## config.mk

```make
export PLATFORM = sky130hd
export DESIGN_NAME = data_input_port
export DESIGN_NICKNAME = d
export VERILOG_FILES = /design/src/pkg/dip_pkg.sv /design/src/hdl/data_input_port.sv /design/src/hdl/phase_divider.sv
export VERILOG_INCLUDE_DIRS = /design/src /design/src/pkg
export SDC_FILE = /design/constraint.sdc
export NUM_CORES = 1
export LEC_CHECK = 0
export BUFFER_PORTS_ARGS = -buffer_cell sky130_fd_sc_hd__buf_2
export CAP_MARGIN = 15
export CORE_UTILIZATION = 50
export CTS_CLUSTER_SIZE = 28
export DETAILED_ROUTE_END_ITERATION = 7
export PLACE_DENSITY = 0.75
export SYNTH_ARGS = -nofsm -noshare
export SYNTH_HDL_FRONTEND = slang
export SYNTH_SLANG_ARGS = --single-unit
```

## constraint.sdc

```tcl
create_clock -name i_mclk -period 2.6 [get_ports i_mclk]
set_input_delay 0.13 -clock i_mclk [delete_from_list [all_inputs] [get_ports i_mclk]]
set_output_delay 0.13 -clock i_mclk [all_outputs]
set_load 0.005 [all_outputs]
```

## src/pkg/dip_params.svh

```systemverilog
/*
  Offsets, field positions, reset values and timing counts of the data input port.
  Assumes it is included by bare name from the package and the design modules.
*/
`ifndef DIP_PARAMS_SVH
`define DIP_PARAMS_SVH

`define DIP_ADDR_W 8
`define DIP_DATA_W 8
`define DIP_BUS_W 32

`define DIP_REG_CLK_CTRL 8'h20
`define DIP_REG_CLK_DIV 8'h22
`define DIP_REG_PHASE 8'h23
`define DIP_REG_BUS_WIDTH 8'h24
`define DIP_REG_LATENCY 8'h25
`define DIP_REG_IF_CYCLES 8'h26
`define DIP_REG_AVAIL_CYCLES 8'h27
`define DIP_REG_RT_DELAY 8'h28
`define DIP_REG_RT_LAT_SYNC 8'h29
`define DIP_REG_RT_PHASE 8'h2a
`define DIP_REG_STATUS 8'h2b
`define DIP_REG_WORD_COUNT 8'h2c

`define DIP_INV_BIT 4
`define DIP_DIV_LSB 4
`define DIP_DIV_MSB 6
`define DIP_PHASE_LSB 4
`define DIP_PHASE_MSB 7

`define DIP_RST_DIV 3'h1
`define DIP_RST_PHASE 4'h0
`define DIP_RST_WIDTH 2'h3
`define DIP_RST_LATENCY 3'h0
`define DIP_RST_IF_CYCLES 8'h10
`define DIP_RST_AVAIL_CYCLES 8'h20
`define DIP_RST_RT_DELAY 7'h00

`define DIP_PHASES 5'h10
`define DIP_HALF_PHASE 4'h8
`define DIP_LAST_PHASE 4'hf
`define DIP_BUDGET_MARGIN 9'h002
`define DIP_RT_LAT_OFFSET 8'h0a
`define DIP_RT_DELAY_MAX 7'h75

`define DIP_WIDTH_4 2'h0
`define DIP_WIDTH_8 2'h1
`define DIP_WIDTH_16 2'h2
`define DIP_WIDTH_32 2'h3

`endif

```

## src/pkg/dip_pkg.sv

```systemverilog
/*
  Types shared by the data input port modules.
  Assumes dip_params.svh is reachable on the include path.
*/
`include "dip_params.svh"

package dip_pkg;

  typedef enum logic [3:0] {
    MODE_RESET = 4'h1,
    MODE_SINGLE = 4'h2,
    MODE_DIFF = 4'h4,
    MODE_BAD = 4'h8
  } if_mode_t;

  typedef struct packed {
    logic [`DIP_BUS_W-1:0] data;
    logic falling;
    logic first;
  } capture_t;

  typedef struct packed {
    logic [2:0] lat;
    logic [3:0] sync;
    logic [3:0] phase;
  } retimer_t;

endpackage : dip_pkg

```

## src/hdl/data_input_port.sv

```systemverilog
/*
  Sampling side of the parallel input data port with forwarded clock and frame sync.
  Assumes bus inputs and select pins are synchronous to i_mclk and the source keeps its timing.
*/
// Local design decisions: the address map and the strobed register port.
`timescale 1ns/100ps
`include "dip_params.svh"

module data_input_port #(
  parameter int BUS_W = `DIP_BUS_W
) (
  input wire logic i_mclk,
  input wire logic i_reset_n,
  input wire logic i_sel_ctrl,
  input wire logic i_sel_bus,
  input wire logic [BUS_W-1:0] i_bus_data,
  input wire logic [`DIP_ADDR_W-1:0] i_addr,
  input wire logic [`DIP_DATA_W-1:0] i_wdata,
  input wire logic i_wr,
  input wire logic i_rd,
  output logic [`DIP_DATA_W-1:0] o_rdata,
  output logic o_forwarded_data_clock,
  output logic o_frame_sync,
  output dip_pkg::capture_t o_capture,
  output logic o_capture_valid
);

  dip_pkg::if_mode_t mode_q;
  logic inv_q;
  logic [2:0] div_q;
  logic [3:0] phase_sel_q;
  logic [1:0] width_q;
  logic [2:0] latency_q;
  logic [7:0] if_cycles_q;
  logic [7:0] avail_cycles_q;
  logic [6:0] rt_delay_q;
  logic [7:0] period_q;
  logic [7:0] word_count_q;
  logic tick;
  logic [3:0] phase;
  logic period_start;
  logic sample_rise;
  logic sample_fall;
  logic ddr;
  logic take_rise;
  logic take_fall;
  logic first_period;
  logic budget_ok;
  logic [3:0] fall_point;
  dip_pkg::retimer_t rec;

  function automatic logic [BUS_W-1:0] width_mask(input logic [1:0] w);
    logic [BUS_W-1:0] m;
    m = '0;
    case (w)
      `DIP_WIDTH_4: m = BUS_W'(32'h0000_000f);
      `DIP_WIDTH_8: m = BUS_W'(32'h0000_00ff);
      `DIP_WIDTH_16: m = BUS_W'(32'h0000_ffff);
      default: m = '1;
    endcase
    return m;
  endfunction : width_mask

  function automatic dip_pkg::retimer_t retimer_for(input logic [6:0] d);
    dip_pkg::retimer_t r;
    logic [7:0] sum;
    r = '0;
    sum = 8'(8'(d) + `DIP_RT_LAT_OFFSET);
    r.phase = d[3:0];
    r.lat = sum[6:4];
    case (d[3:0])
      4'h0: r.sync = 4'h7;
      4'h1, 4'h2: r.sync = 4'h8;
      4'h3, 4'h4: r.sync = 4'h9;
      4'h5, 4'h6: r.sync = 4'h2;
      4'h7, 4'h8: r.sync = 4'h3;
      4'h9, 4'ha: r.sync = 4'h4;
      4'hb, 4'hc: r.sync = 4'h5;
      4'hd, 4'he: r.sync = 4'h6;
      default: r.sync = 4'h7;
    endcase
    return r;
  endfunction : retimer_for

  phase_divider u_phase_divider (
    .i_mclk(i_mclk),
    .i_reset_n(i_reset_n),
    .i_div(div_q),
    .o_tick(tick),
    .o_phase(phase)
  );

  // The select pins are caught once, in the first cycle after reset release.
  always_ff @(posedge i_mclk or negedge i_reset_n) begin
    if (!i_reset_n) begin
      mode_q <= dip_pkg::MODE_RESET;
    end else begin
      case (mode_q)
        dip_pkg::MODE_RESET: begin
          if (i_sel_ctrl && i_sel_bus) begin
            mode_q <= dip_pkg::MODE_SINGLE;
          end else if (!i_sel_ctrl && !i_sel_bus) begin
            mode_q <= dip_pkg::MODE_DIFF;
          end else begin
            mode_q <= dip_pkg::MODE_BAD;
          end
        end
        dip_pkg::MODE_SINGLE: mode_q <= dip_pkg::MODE_SINGLE;
        dip_pkg::MODE_DIFF: mode_q <= dip_pkg::MODE_DIFF;
        dip_pkg::MODE_BAD: mode_q <= dip_pkg::MODE_BAD;
        default: mode_q <= dip_pkg::MODE_RESET;
      endcase
    end
  end

  always_ff @(posedge i_mclk or negedge i_reset_n) begin
    if (!i_reset_n) begin
      inv_q <= 1'b0;
      div_q <= `DIP_RST_DIV;
      phase_sel_q <= `DIP_RST_PHASE;
      width_q <= `DIP_RST_WIDTH;
      latency_q <= `DIP_RST_LATENCY;
      if_cycles_q <= `DIP_RST_IF_CYCLES;
      avail_cycles_q <= `DIP_RST_AVAIL_CYCLES;
      rt_delay_q <= `DIP_RST_RT_DELAY;
    end else if (i_wr) begin
      case (i_addr)
        `DIP_REG_CLK_CTRL: inv_q <= i_wdata[`DIP_INV_BIT];
        `DIP_REG_CLK_DIV: div_q <= i_wdata[`DIP_DIV_MSB:`DIP_DIV_LSB];
        `DIP_REG_PHASE: phase_sel_q <= i_wdata[`DIP_PHASE_MSB:`DIP_PHASE_LSB];
        `DIP_REG_BUS_WIDTH: width_q <= i_wdata[1:0];
        `DIP_REG_LATENCY: latency_q <= i_wdata[2:0];
        `DIP_REG_IF_CYCLES: if_cycles_q <= i_wdata;
        `DIP_REG_AVAIL_CYCLES: avail_cycles_q <= i_wdata;
        `DIP_REG_RT_DELAY: begin
          // Delays past the last table entry are held at the last entry.
          if (i_wdata[6:0] > `DIP_RT_DELAY_MAX) begin
            rt_delay_q <= `DIP_RT_DELAY_MAX;
          end else begin
            rt_delay_q <= i_wdata[6:0];
          end
        end
        default: begin
        end
      endcase
    end
  end

  assign rec = retimer_for(rt_delay_q);
  assign budget_ok = ({1'b0, avail_cycles_q} >=
                      9'({1'b0, if_cycles_q} + 9'(latency_q) + `DIP_BUDGET_MARGIN));

  // The divider walks sixteen phases per forwarded period, so one phase is a sixteenth.
  assign period_start = tick && (phase == 4'h0);
  assign fall_point = 4'(phase_sel_q + `DIP_HALF_PHASE);
  assign sample_rise = tick && (phase == phase_sel_q);
  assign sample_fall = tick && (phase == fall_point);
  // Single-ended capture never runs at double rate, so the status bit follows the mode too.
  assign ddr = (mode_q == dip_pkg::MODE_DIFF) && (width_q == `DIP_WIDTH_32);
  assign take_rise = ((mode_q == dip_pkg::MODE_SINGLE) && sample_rise) ||
                     ((mode_q == dip_pkg::MODE_DIFF) && ddr && sample_rise);
  assign take_fall = (mode_q == dip_pkg::MODE_DIFF) && sample_fall;
  assign first_period = (period_q == 8'(latency_q));

  // The clock leaves from a flop, one converter cycle behind the phase count.
  always_ff @(posedge i_mclk or negedge i_reset_n) begin
    if (!i_reset_n) begin
      o_forwarded_data_clock <= 1'b0;
    end else if (mode_q == dip_pkg::MODE_BAD || mode_q == dip_pkg::MODE_RESET) begin
      o_forwarded_data_clock <= 1'b0;
    end else begin
      o_forwarded_data_clock <= (~phase[3]) ^ inv_q;
    end
  end

  // Forwarded periods are counted from each frame sync; the sync is high for one period.
  always_ff @(posedge i_mclk or negedge i_reset_n) begin
    if (!i_reset_n) begin
      period_q <= 8'h00;
      o_frame_sync <= 1'b0;
    end else if (period_start) begin
      if (period_q >= 8'(avail_cycles_q - 8'h01)) begin
        period_q <= 8'h00;
        o_frame_sync <= 1'b1;
      end else begin
        period_q <= 8'(period_q + 8'h01);
        o_frame_sync <= 1'b0;
      end
    end
  end

  always_ff @(posedge i_mclk or negedge i_reset_n) begin
    if (!i_reset_n) begin
      o_capture <= '0;
      o_capture_valid <= 1'b0;
    end else begin
      o_capture_valid <= take_rise || take_fall;
      if (take_rise || take_fall) begin
        o_capture.data <= i_bus_data & width_mask(width_q);
        o_capture.falling <= take_fall;
        // In double rate the rising word of the latency period opens the frame.
        o_capture.first <= first_period && (take_rise || !ddr);
      end
    end
  end

  always_ff @(posedge i_mclk or negedge i_reset_n) begin
    if (!i_reset_n) begin
      word_count_q <= 8'h00;
    end else if (take_rise || take_fall) begin
      word_count_q <= 8'(word_count_q + 8'h01);
    end
  end

  always_ff @(posedge i_mclk or negedge i_reset_n) begin
    if (!i_reset_n) begin
      o_rdata <= 8'h00;
    end else if (i_rd) begin
      case (i_addr)
        `DIP_REG_CLK_CTRL: o_rdata <= 8'({inv_q, 4'h0});
        `DIP_REG_CLK_DIV: o_rdata <= 8'({div_q, 4'h0});
        `DIP_REG_PHASE: o_rdata <= {phase_sel_q, 4'h0};
        `DIP_REG_BUS_WIDTH: o_rdata <= 8'(width_q);
        `DIP_REG_LATENCY: o_rdata <= 8'(latency_q);
        `DIP_REG_IF_CYCLES: o_rdata <= if_cycles_q;
        `DIP_REG_AVAIL_CYCLES: o_rdata <= avail_cycles_q;
        `DIP_REG_RT_DELAY: o_rdata <= 8'(rt_delay_q);
        `DIP_REG_RT_LAT_SYNC: o_rdata <= {1'b0, rec.lat, rec.sync};
        `DIP_REG_RT_PHASE: o_rdata <= 8'(rec.phase);
        `DIP_REG_STATUS: o_rdata <= 8'({ddr, budget_ok, mode_q});
        `DIP_REG_WORD_COUNT: o_rdata <= word_count_q;
        default: o_rdata <= 8'h00;
      endcase
    end else begin
      o_rdata <= 8'h00;
    end
  end

endmodule : data_input_port

```

## src/hdl/phase_divider.sv

```systemverilog
/*
  Divides the converter clock into sixteen phase steps of the forwarded clock period.
  Assumes one clock and a divider value that software may change at any time.
*/
`timescale 1ns/100ps
`include "dip_params.svh"

module phase_divider (
  input wire logic i_mclk,
  input wire logic i_reset_n,
  input wire logic [2:0] i_div,
  output logic o_tick,
  output logic [3:0] o_phase
);

  logic [2:0] pre_q;
  logic [2:0] limit;
  logic step;

  // A zero divider would stall the port, so it is run as a divide by one.
  assign limit = (i_div == 3'h0) ? 3'h0 : 3'(i_div - 3'h1);
  assign step = (pre_q >= limit);

  always_ff @(posedge i_mclk or negedge i_reset_n) begin
    if (!i_reset_n) begin
      pre_q <= 3'h0;
    end else if (step) begin
      pre_q <= 3'h0;
    end else begin
      pre_q <= 3'(pre_q + 3'h1);
    end
  end

  always_ff @(posedge i_mclk or negedge i_reset_n) begin
    if (!i_reset_n) begin
      o_phase <= 4'h0;
      o_tick <= 1'b0;
    end else begin
      o_tick <= step;
      if (step) begin
        o_phase <= 4'(o_phase + 4'h1);
      end
    end
  end

endmodule : phase_divider

```

==> Word-level counts from Yosys, hierarchy flattened <==
Memory sizes are Yosys's and may differ from the RTL's.
Cells that the tools add are included.
{ "word_totals": {"n_memories": 1, "reg_bits": 109, "rom_bits": 64, "word_cells": 103, "output_inout_bits": 45, "in_bits": 54} }
{ "op_classes": {"bitwise": 3, "n_reduce_logical": 29, "n_lt_le_gt_ge": 4, "eq_ne": 22, "add_sub_neg": 10, "mux": 13} }
{ "mem_list": {"columns": ["name", "words", "word_bits", "rd", "rd_ports_with_merged_regs", "write_ports", "line_no", "text"], "rows": [
  ["(name not given)", 16, 4, 1, 0, 0, "data_input_port.sv:71", "case (d[3:0])"]
]} }
{ "ops": {"columns": ["op", "n"], "rows": [
  ["equality test 8 x 6 -> 1 bit (second input constant)", 12],
  ["case mux 32 bit (3 select lines)", 1],
  ["case mux 8 bit (12 select lines)", 1],
  ["AND 32 bit", 1],
  ["2-to-1 mux 32 bit", 1],
  ["adder 8 x 1 -> 8 bit (second input constant)", 2],
  ["2-to-1 mux 8 bit", 2],
  ["case mux 4 bit (4 select lines)", 1],
  ["AND reduction 2 bit", 8],
  ["logical AND 1 bit", 11],
  ["adder 8 x 3 -> 9 bit", 1],
  ["adder 9 x 2 -> 9 bit (second input constant)", 1],
  ["greater-or-equal comparator 8 x 9 -> 1 bit", 1],
  ["equality test 4 bit", 2],
  ["equality test 8 x 3 -> 1 bit", 1],
  ["greater-or-equal comparator 8 bit", 1],
  ["2-to-1 mux 4 bit", 2],
  ["subtractor 8 x 1 -> 8 bit (second input constant)", 1],
  ["adder 7 x 4 -> 7 bit (second input constant)", 1],
  ["greater-than comparator 7 bit (second input constant)", 1],
  ["2-to-1 mux 7 bit", 1],
  ["2-to-1 mux 3 bit", 2],
  ["adder 4 x 1 -> 4 bit (second input constant)", 1],
  ["adder 4 bit (second input constant)", 1],
  ["17 further kinds", 24]
]} }

==> Longest topological paths before layout <==
Gate-level depths: netlist of run 1.
{ "logic_depth": {"ltp_word": 8, "depth_mapped": 16} }

==> By module <==
Synthesis of run 1 repeated with hierarchy kept, for this count alone.
{ "hier_totals": {"hier_cells": 622, "area_unflattened_um2": 6178.4} }
{ "by_module_without_submodules": {"columns": ["mod", "n_inst", "seq_area_each_um2", "area_per_inst_um2", "cells_each"], "rows": [
  ["data_input_port", 1, 2534.9, 5734.2, 584],
  ["phase_divider", 1, 200.2, 444.2, 38]
]} }

==> Worst setup path after synthesis of run 1 <==
OpenSTA, ideal clock, no wires.
{ "synth_timing": {"path_kind": "register to register", "start": "register latency_q[1]", "end": "register o_rdata[4]", "stages_incl_launch_ff": 15, "required_ns": 2.466, "t_arrival_ns": 2.587, "path_slack_ns": -0.122, "synth_period_minus_slack_ns": 2.722, "n_path_buf": 0, "cell_sequence": "dfrtp_1 > inv_1 > ha_1 > inv_1 > ha_1 > inv_1 > fa_1 > nor2b_1 > o21ai_0 > xor2_1 > ha_1 > a2111oi_0 > o21ai_0 > nand3_1 > a31oi_1"} }
{ "synth_between": {"elab_chain_cells": 5} }
{ "synth_rtl": {"columns": ["element", "line_no", "text"], "rows": [
  ["start, declared", "data_input_port.sv:33", "logic [2:0] latency_q;"],
  ["start signal, assigned", "data_input_port.sv:122", "latency_q <= `DIP_RST_LATENCY;"],
  ["start signal, assigned", "data_input_port.sv:132", "`DIP_REG_LATENCY: latency_q <= i_wdata[2:0];"],
  ["adder 8 x 3 -> 9 bit", "data_input_port.sv:151", "9'({1'b0, if_cycles_q} + 9'(latency_q) + `DIP_BUDGET_MARGIN));"],
  ["adder 9 x 2 -> 9 bit (no line)", null, null],
  ["greater-or-equal comparator 8 x 9 -> 1 bit", "data_input_port.sv:150", "assign budget_ok = ({1'b0, avail_cycles_q} >="],
  ["case mux 8 bit (12 select lines)", "data_input_port.sv:219", "case (i_addr)"],
  ["2-to-1 mux 8 bit", "data_input_port.sv:218", "end else if (i_rd) begin"],
  ["end signal, assigned", "data_input_port.sv:220", "`DIP_REG_CLK_CTRL: o_rdata <= 8'({inv_q, 4'h0});"],
  ["end signal, assigned", "data_input_port.sv:221", "`DIP_REG_CLK_DIV: o_rdata <= 8'({div_q, 4'h0});"],
  ["end signal, assigned", "data_input_port.sv:222", "`DIP_REG_PHASE: o_rdata <= {phase_sel_q, 4'h0};"],
  ["end, declared", "data_input_port.sv:21", "output logic [`DIP_DATA_W-1:0] o_rdata,"]
]} }
Every way passes these cells.
A chain may end at the register's enable or synchronous reset.

==> Worst setup path after layout of run 1 <==
Ends and elaborated chain as after synthesis.

==> results of run 1 <==
-- state kept, by name, indices dropped and copies added, names as in the netlist --
name                     flops
u_phase_divider.o_tick       1
mode_q                       4
phase_sel_q                  4
o_forwarded_data_clock       1
div_q                        3
u_phase_divider.o_phase      4
avail_cycles_q               8
width_q                      2
period_q                     8
latency_q                    3
if_cycles_q                  8
u_phase_divider.pre_q        3
rt_delay_q                   7
inv_q                        1
word_count_q                 8
o_frame_sync                 1
o_capture_valid              1
o_rdata                      8
o_capture                   34
-- final timing paths --
kind	from	end	cells past startpoint	slack (ps)
max in group asynchronous	i_reset_n	mode_q[0]	3	1430
worst min-delay path	i_bus_data[3]	o_capture[5]	2	8
min in group asynchronous	i_reset_n	avail_cycles_q[3]	2	390
worst max-delay path	latency_q[1]	o_rdata[4]	15	-240
worst max register to register	latency_q[1]	o_rdata[4]	15	-240
worst min register to register	u_phase_divider.pre_q[0]	u_phase_divider.pre_q[0]	1	450
-- layout make-up --
cell class | instances | area, um^2 | area share [%]
multi-input cells | 443 | 3170 | 44.0
repair buffers | 124 | 706 | 9.78
clock buffers | 10 | 239 | 3.31
flip-flops and latches | 109 | 2740 | 37.9
clock inverters | 6 | 76.3 | 1.06
inverters | 28 | 108 | 1.49
well taps | 143 | 179 | 2.48
-- kinds of logic after synthesis --
group           share of synthesized area (%)
mux                                      8.99
compound gates                           12.3
xor+xnor                                 4.89
flops                                    44.9
simple gates                             17.0
fa+ha+maj                                7.92
buf+inv                                  4.11
-- layout by cell type (no fill, tap or decap), types with 3 or more instances in the layout --
cell type	Yosys	layout
a211oi_1	5	4
mux2i_1	3	3
or4_1	3	3
inv_1	26	23
nand2_1	93	93
nand2b_1	3	3
nor2_1	23	23
and3_1	3	3
o2111ai_1	3	3
a22oi_1	3	3
a21o_1	6	6
ha_1	37	34
nor3_1	14	14
o21ai_0	54	50
buf_2	5	97
dfrtp_1	103	103
a32oi_1	3	3
nor4b_1	3	3
a21oi_1	17	16
o221ai_1	5	5
mux2_2	42	42
a31oi_1	4	4
xnor2_1	21	21
nand4_1	4	4
nor3b_1	3	3
buf_4	0	24
o211ai_1	6	6
a21boi_0	3	3
and2_1	8	8
dfstp_2	6	6
xor2_1	13	13
nand3_1	19	19
clkbuf_16	0	9
nor2b_1	8	7
-- what timing repair did --
item / CTS / global route
hold buffers: 2 / 0
resized for setup: 3 / 12
endpoints found under the hold margin: 54 / 0
setup buffers: 1 / 2
setup endpoints to repair: 1 / 7
pin swaps: 4 / 8
-- where the power goes --
part	switching [mW]	total (mW)	internal [mW]
combinational	0.768	1.52	0.751
clock	0.657	1.45	0.791
sequential	0.316	2.36	2.05
total	1.74	5.33	3.59
-- stage by stage --
stage | total power, mW | TNS, ps
3_3_place_gp | 3.78 | -73.0
5_1_grt | 5.67 | -595
6_report | 5.33 | -236
4_1_cts | 5.34 | -141
2_1_floorplan | 3.29 | -59.4
3_5_place_dp | 3.88 | -177
-- critical path: stages, from the launching register on --
cell and delay (ps):
dfrtp_1 370, inv_1 70, ha_4 270, inv_4 30, ha_4 150, buf_4 130, buf_4 130, a21o_1 160
a21oi_2 140, xor2_1 170, ha_1 270, a21o_1 170, a2111oi_2 360, o21ai_1 120, nand3_1 100, a31oi_1 80
-- layer usage --
metal | wire, um | global-route usage (%) | part of all wire [%]
met2 | 6790 | 39.3 | 48
met5 | 0 | 0 | 0
met4 | 418 | 10.0 | 3.0
met3 | 877 | 5.24 | 6.2
met1 | 6080 | 29.8 | 43
==> reports/metrics.yaml, run 1 <==
status: "finished, violations left"
failed_checks: "setup timing"
holdWs_ps: 8.24
io_buffers: 98
pre_cts_ws_ps: -177
yosys.cell_types.count: 64
cts_tree: "yes"
worstPathArrival_ps: 3070
synthTopCellsByArea: "dfrtp_1, mux2_2, ha_1, nand2_1, o21ai_0"
path_max_fanout: 2
hpwl_um: 10300
drive_gt1_share_pct: 29.4
fin_area_mm2: 0.00722
post-synth-top-count-cell: "dfrtp_1"
maxCapViolCount: 0
clock-sinks: 109
period_minus_slack_ps: 2840
firstDrtPassIters: 5
cp-start-kind: "flop"
filler_cell_count: 940
finish.cell_count_without_fillers: 863
die_area_mm2: 0.0126
path_clk_slew_ps: 80
area_growth_syn_to_layout_pct: 18.4
critPathKind: "reg -> reg"
drtAntennaViolNets: 0
ys_ff_latch: 109
finalHoldViolations: 0
detail_route.iter0.violations: 394
layout.nets: 807
die_h_um: 112
ys.flop_type: "dfrtp_1"
syn-mean-instance-area_um2: 9.94
setup_viol: 1
synth_nets: 705
clk_latency_ps: 350
pin_count: 99
vdd_drop_max_mv: 0.574
grt_pass1_wl_um: 23600
final_core_util_pct: 61.9
root_buffer: "clkbuf_16"
htree_levels: 3
synth-async-reset-ratio_pct: 100
gr-total-overflow: 0
gp_congestion: 0.935
viasPerCell: 5.78
wire_per_inst_um: 16.4
rsz0062_at_grt: "yes"
core-area_mm2: 0.0117
n_antenna_cell: 0
fmax_mhz: 353
yosysSeqAreaShare_pct: 44.9
synth_enable_flop_cells: 0
yosysWarningCount: 0
setup.worst_path.end_class: "flop"
grt_max_degree: 58
fin_ws_ps: -236
chipWidth_um: 112
drv_slew: 0
synth.top_cell.area_share_pct: 42.3
start_util_pct: 52.3
grt_usage_pct: 23.6
power.density_mw_per_mm2: 739
row_count: 39
hold_class: "in -> reg"
synth_common_cells: "dfrtp_1, nand2_1, o21ai_0"
drt-total-wl_um: 14200
drc: 0
antenna_found_initial: 0
placed_cells: 842
numCtsBuffers: 9
clock_path_buffers: 2
total_leakage_power_nw: 3.40
syn-instance-count: 613
skew_ps: 9.14
synth_top_cell_by_area: "dfrtp_1"
post_dp_cell_area_mm2: 0.00681
max-slew-margin-rel_pct: 50.9
fin_crit_sh_pct: 109
grt_pass1_vias: 4953
cp_data_required_time_ps: 2830
worstMarginPinSlew_ps: 736
netlist_area_mm2: 0.00610
vias: 4986
Power figures use the tool's default switching activity.
==> run 2: changes to the inputs <==
--- a/config.mk
+++ b/config.mk
@@ -8,10 +8,9 @@
 export LEC_CHECK = 0
 export BUFFER_PORTS_ARGS = -buffer_cell sky130_fd_sc_hd__buf_2
 export CAP_MARGIN = 15
-export CORE_UTILIZATION = 50
+export CORE_UTILIZATION = 25
 export CTS_CLUSTER_SIZE = 28
 export DETAILED_ROUTE_END_ITERATION = 7
-export PLACE_DENSITY = 0.75
 export SYNTH_ARGS = -nofsm -noshare
 export SYNTH_HDL_FRONTEND = slang
 export SYNTH_SLANG_ARGS = --single-unit
==> reports/metrics.yaml, run 2 (synthesis gave the netlist of run 1 again) <==
path_cells: "inv_1 > ha_1 > inv_1 > ha_2 > inv_2 > fa_2 > nor2b_2 > o21ai_2 > nor2_2 > xnor2_1 > ha_1 > o21a_1 > o211ai_1 > a41oi_1 > nand3_1 > a31oi_1"  # was inv_1 > ha_4 > inv_4 > ha_4 > buf_4 > buf_4 > a21o_1 > a21oi_2 > xor2_1 > ha_1 > a21o_1 > a2111oi_2 > o21ai_1 > nand3_1 > a31oi_1
worstMarginPinSlew_ps: 711  # was 736 ps
critPathMaxStageDelay_ps: 350  # was 370 ps
gr-total-overflow: 0  # unchanged
crit_end: "o_rdata[4]"  # unchanged
setup.worst_path.end_class: "flop"  # unchanged
swShare_pct: 33.5  # was 32.7%
skew_ps: 8.54  # was 9.14 ps
area_growth_syn_to_layout_pct: 21.5  # was 18.4%
antenna_found_initial: 0  # unchanged
filler_cell_count: 2528  # was 940
p_int_mw: 3.46  # was 3.59 mW
hold_class: "in -> reg"  # unchanged
cts_tree: "yes"  # unchanged
hpwl_um: 11300  # was 10,300 um
core-area_mm2: 0.0237  # was 0.0117 mm^2
fin_ws_ps: -180  # was -236 ps
r2r_setup_slack_ps: -180  # was -240 ps
fmax_mhz: 360  # was 353 MHz
finish.cell_count_without_fillers: 1042  # was 863
seq_area_mm2: 0.00274  # unchanged
placed_cells: 1019  # was 842
cp.depth: 16  # was 15
clock-sinks: 109  # unchanged
crit_buf_inv: 3  # was 4
clockPowerShare_pct: 25.7  # was 27.2%
die_area_mm2: 0.0250  # was 0.0126 mm^2
grt_max_degree: 53  # was 58
clk_latency_ps: 360  # was 350 ps
p_sw_mw: 1.74  # about the same
path_max_fanout: 2  # unchanged
crit_family: "adder cells"  # was compound AO/OA/AOI/OAI gates
holdWs_ps: 8.63  # was 8.24 ps
sequentialPowerShare_pct: 44.9  # was 44.3%
row_count: 56  # was 39
finalHoldViolations: 0  # unchanged
clock_path_buffers: 2  # unchanged
drt-total-wl_um: 15200  # was 14,200 um
grt_pass1_vias: 4510  # was 4,953
critPathKind: "reg -> reg"  # unchanged
p_comb_share_pct: 29.4  # was 28.5%
mostFrequentLayoutCells: "dfrtp_1, buf_2, nand2_1, o21ai_0, mux2_2"  # unchanged
path_clk_slew_ps: 70  # was 80 ps
final_common_cell: "dfrtp_1"  # unchanged
maxCapViolCount: 0  # unchanged
regMostFlops: "o_capture"  # unchanged
hp-start: "i_bus_data[1]"  # was i_bus_data[3]
status: "finished, violations left"  # unchanged
vdd_drop_max_mv: 0.287  # was 0.574 mV
grt_usage_pct: 12.3  # was 23.6%
drv_slew: 0  # unchanged
drc: 0  # unchanged
chipWidth_um: 158  # was 112 um
detail_route.iter0.violations: 283  # was 394
power_mw: 5.20  # was 5.33 mW
n_antenna_cell: 0  # unchanged
cp-startpoint: "latency_q[1]"  # unchanged
cp-start-kind: "flop"  # unchanged
max-slew-margin-rel_pct: 52.6  # was 50.9%
firstDrtPassIters: 5  # unchanged
r2r_end: "o_rdata[4]"  # unchanged
numCtsBuffers: 9  # unchanged
layout.nets: 810  # was 807
multiInputGateArea_mm2: 0.00314  # was 0.00317 mm^2
power.density_mw_per_mm2: 702  # was 739 mW/mm^2
cp_data_required_time_ps: 2880  # was 2830 ps
die_h_um: 158  # was 112 um
drive_gt1_share_pct: 28.6  # was 29.4%
rsz0062_at_grt: "yes"  # unchanged
gp_congestion: 0.791  # was 0.935
setup_viol: 1  # unchanged
root_buffer: "clkbuf_16"  # unchanged
worstPathArrival_ps: 3060  # was 3070 ps
drtAntennaViolNets: 0  # unchanged
largest_register_ffs: 34  # unchanged
grt_pass1_wl_um: 23800  # was 23,600 um
pin_count: 99  # unchanged
slowest_stage: "dfrtp_1"  # unchanged
vias: 4883  # was 4,986
fin_crit_sh_pct: 107  # was 109%
start_util_pct: 25.7  # was 52.3%
wire_per_inst_um: 14.6  # was 16.4 um
failed_checks: "setup timing"  # unchanged
htree_levels: 3  # unchanged
rr_startpoint: "latency_q[1]"  # unchanged
reg2reg_depth: 16  # was 15
period_minus_slack_ps: 2780  # was 2840 ps
total_leakage_power_nw: 3.39  # was 3.40 nW
io_buffers: 98  # unchanged
min_path_cells: 2  # unchanged
viasPerCell: 4.69  # was 5.78
[run 2: power by group through the flow]
stage	clock network, mW	registers, mW	logic, mW
after global placement	0	2.36	1.49
final	1.34	2.33	1.53
after CTS	1.39	2.34	1.54
after floorplan	0	2.30	0.990
after global routing	1.45	2.40	1.78
after detailed placement	0	2.37	1.52
[run 2: worst register-to-register path: stages, from the launching register on]
cell	delay (ps)
dfrtp_1	350
inv_1	50
ha_1	280
inv_1	60
ha_2	180
inv_2	40
fa_2	350
nor2b_2	140
o21ai_2	90
nor2_2	130
xnor2_1	70
ha_1	270
o21a_1	110
o211ai_1	90
a41oi_1	230
nand3_1	100
a31oi_1	160
[run 2: what timing repair did]
| action | CTS | global route |
|---|---|---|
| setup endpoints to repair | 1 | 7 |
| hold endpoints to repair | 52 | 0 |
| gates cloned | 0 | 0 |
| hold buffers | 6 | 0 |
| buffers inserted | 1 | 0 |
| resized for setup | 2 | 7 |
| pin swaps | 3 | 1 |
[run 2: metrics by stage]
| stage | setup slack (ps) | instance area [um^2] | utilization (%) | TNS, ps |
|---|---|---|---|---|
| 5_1_grt | -408 | 7410 | 31.3 | -631 |
| 3_5_place_dp | -190 | 7030 | 29.7 | -190 |
| 2_1_floorplan | -59.4 | 6100 | - | -59.4 |
| 6_report | -180 | 7410 | 31.3 | -180 |
| 3_3_place_gp | -111 | 7030 | 29.7 | -111 |
| 4_1_cts | -137 | 7390 | 31.2 | -137 |
[run 2: worst min path at each step]
| stage | endpoint |
|---|---|
| global route | o_capture[3] |
| floorplan | avail_cycles_q[0] |
| CTS | o_capture[25] |
| finish | o_capture[3] |
| global placement | o_rdata[6] |
| detailed placement | o_rdata[6] |
[run 2: area by class of cell]
cell class / count / area share (%)
Multi-Input combinational cell: 443 / 42.4
Clock buffer: 9 / 3.04
Clock inverter: 7 / 0.794
Sequential cell: 109 / 36.9
Timing Repair Buffer: 127 / 9.97
Inverter: 28 / 1.47
Tap cell: 319 / 5.39
[run 2: layer usage]
metal	wire (um)	share of wire [%]	up-vias	GRT usage (%)
li1	-	-	2372	-
met1	7300	48	2363	17.1
met2	6830	45	136	19.0
met3	923	6.1	12	3.15
met4	121	0.80	0	2.84
met5	0	0	-	0
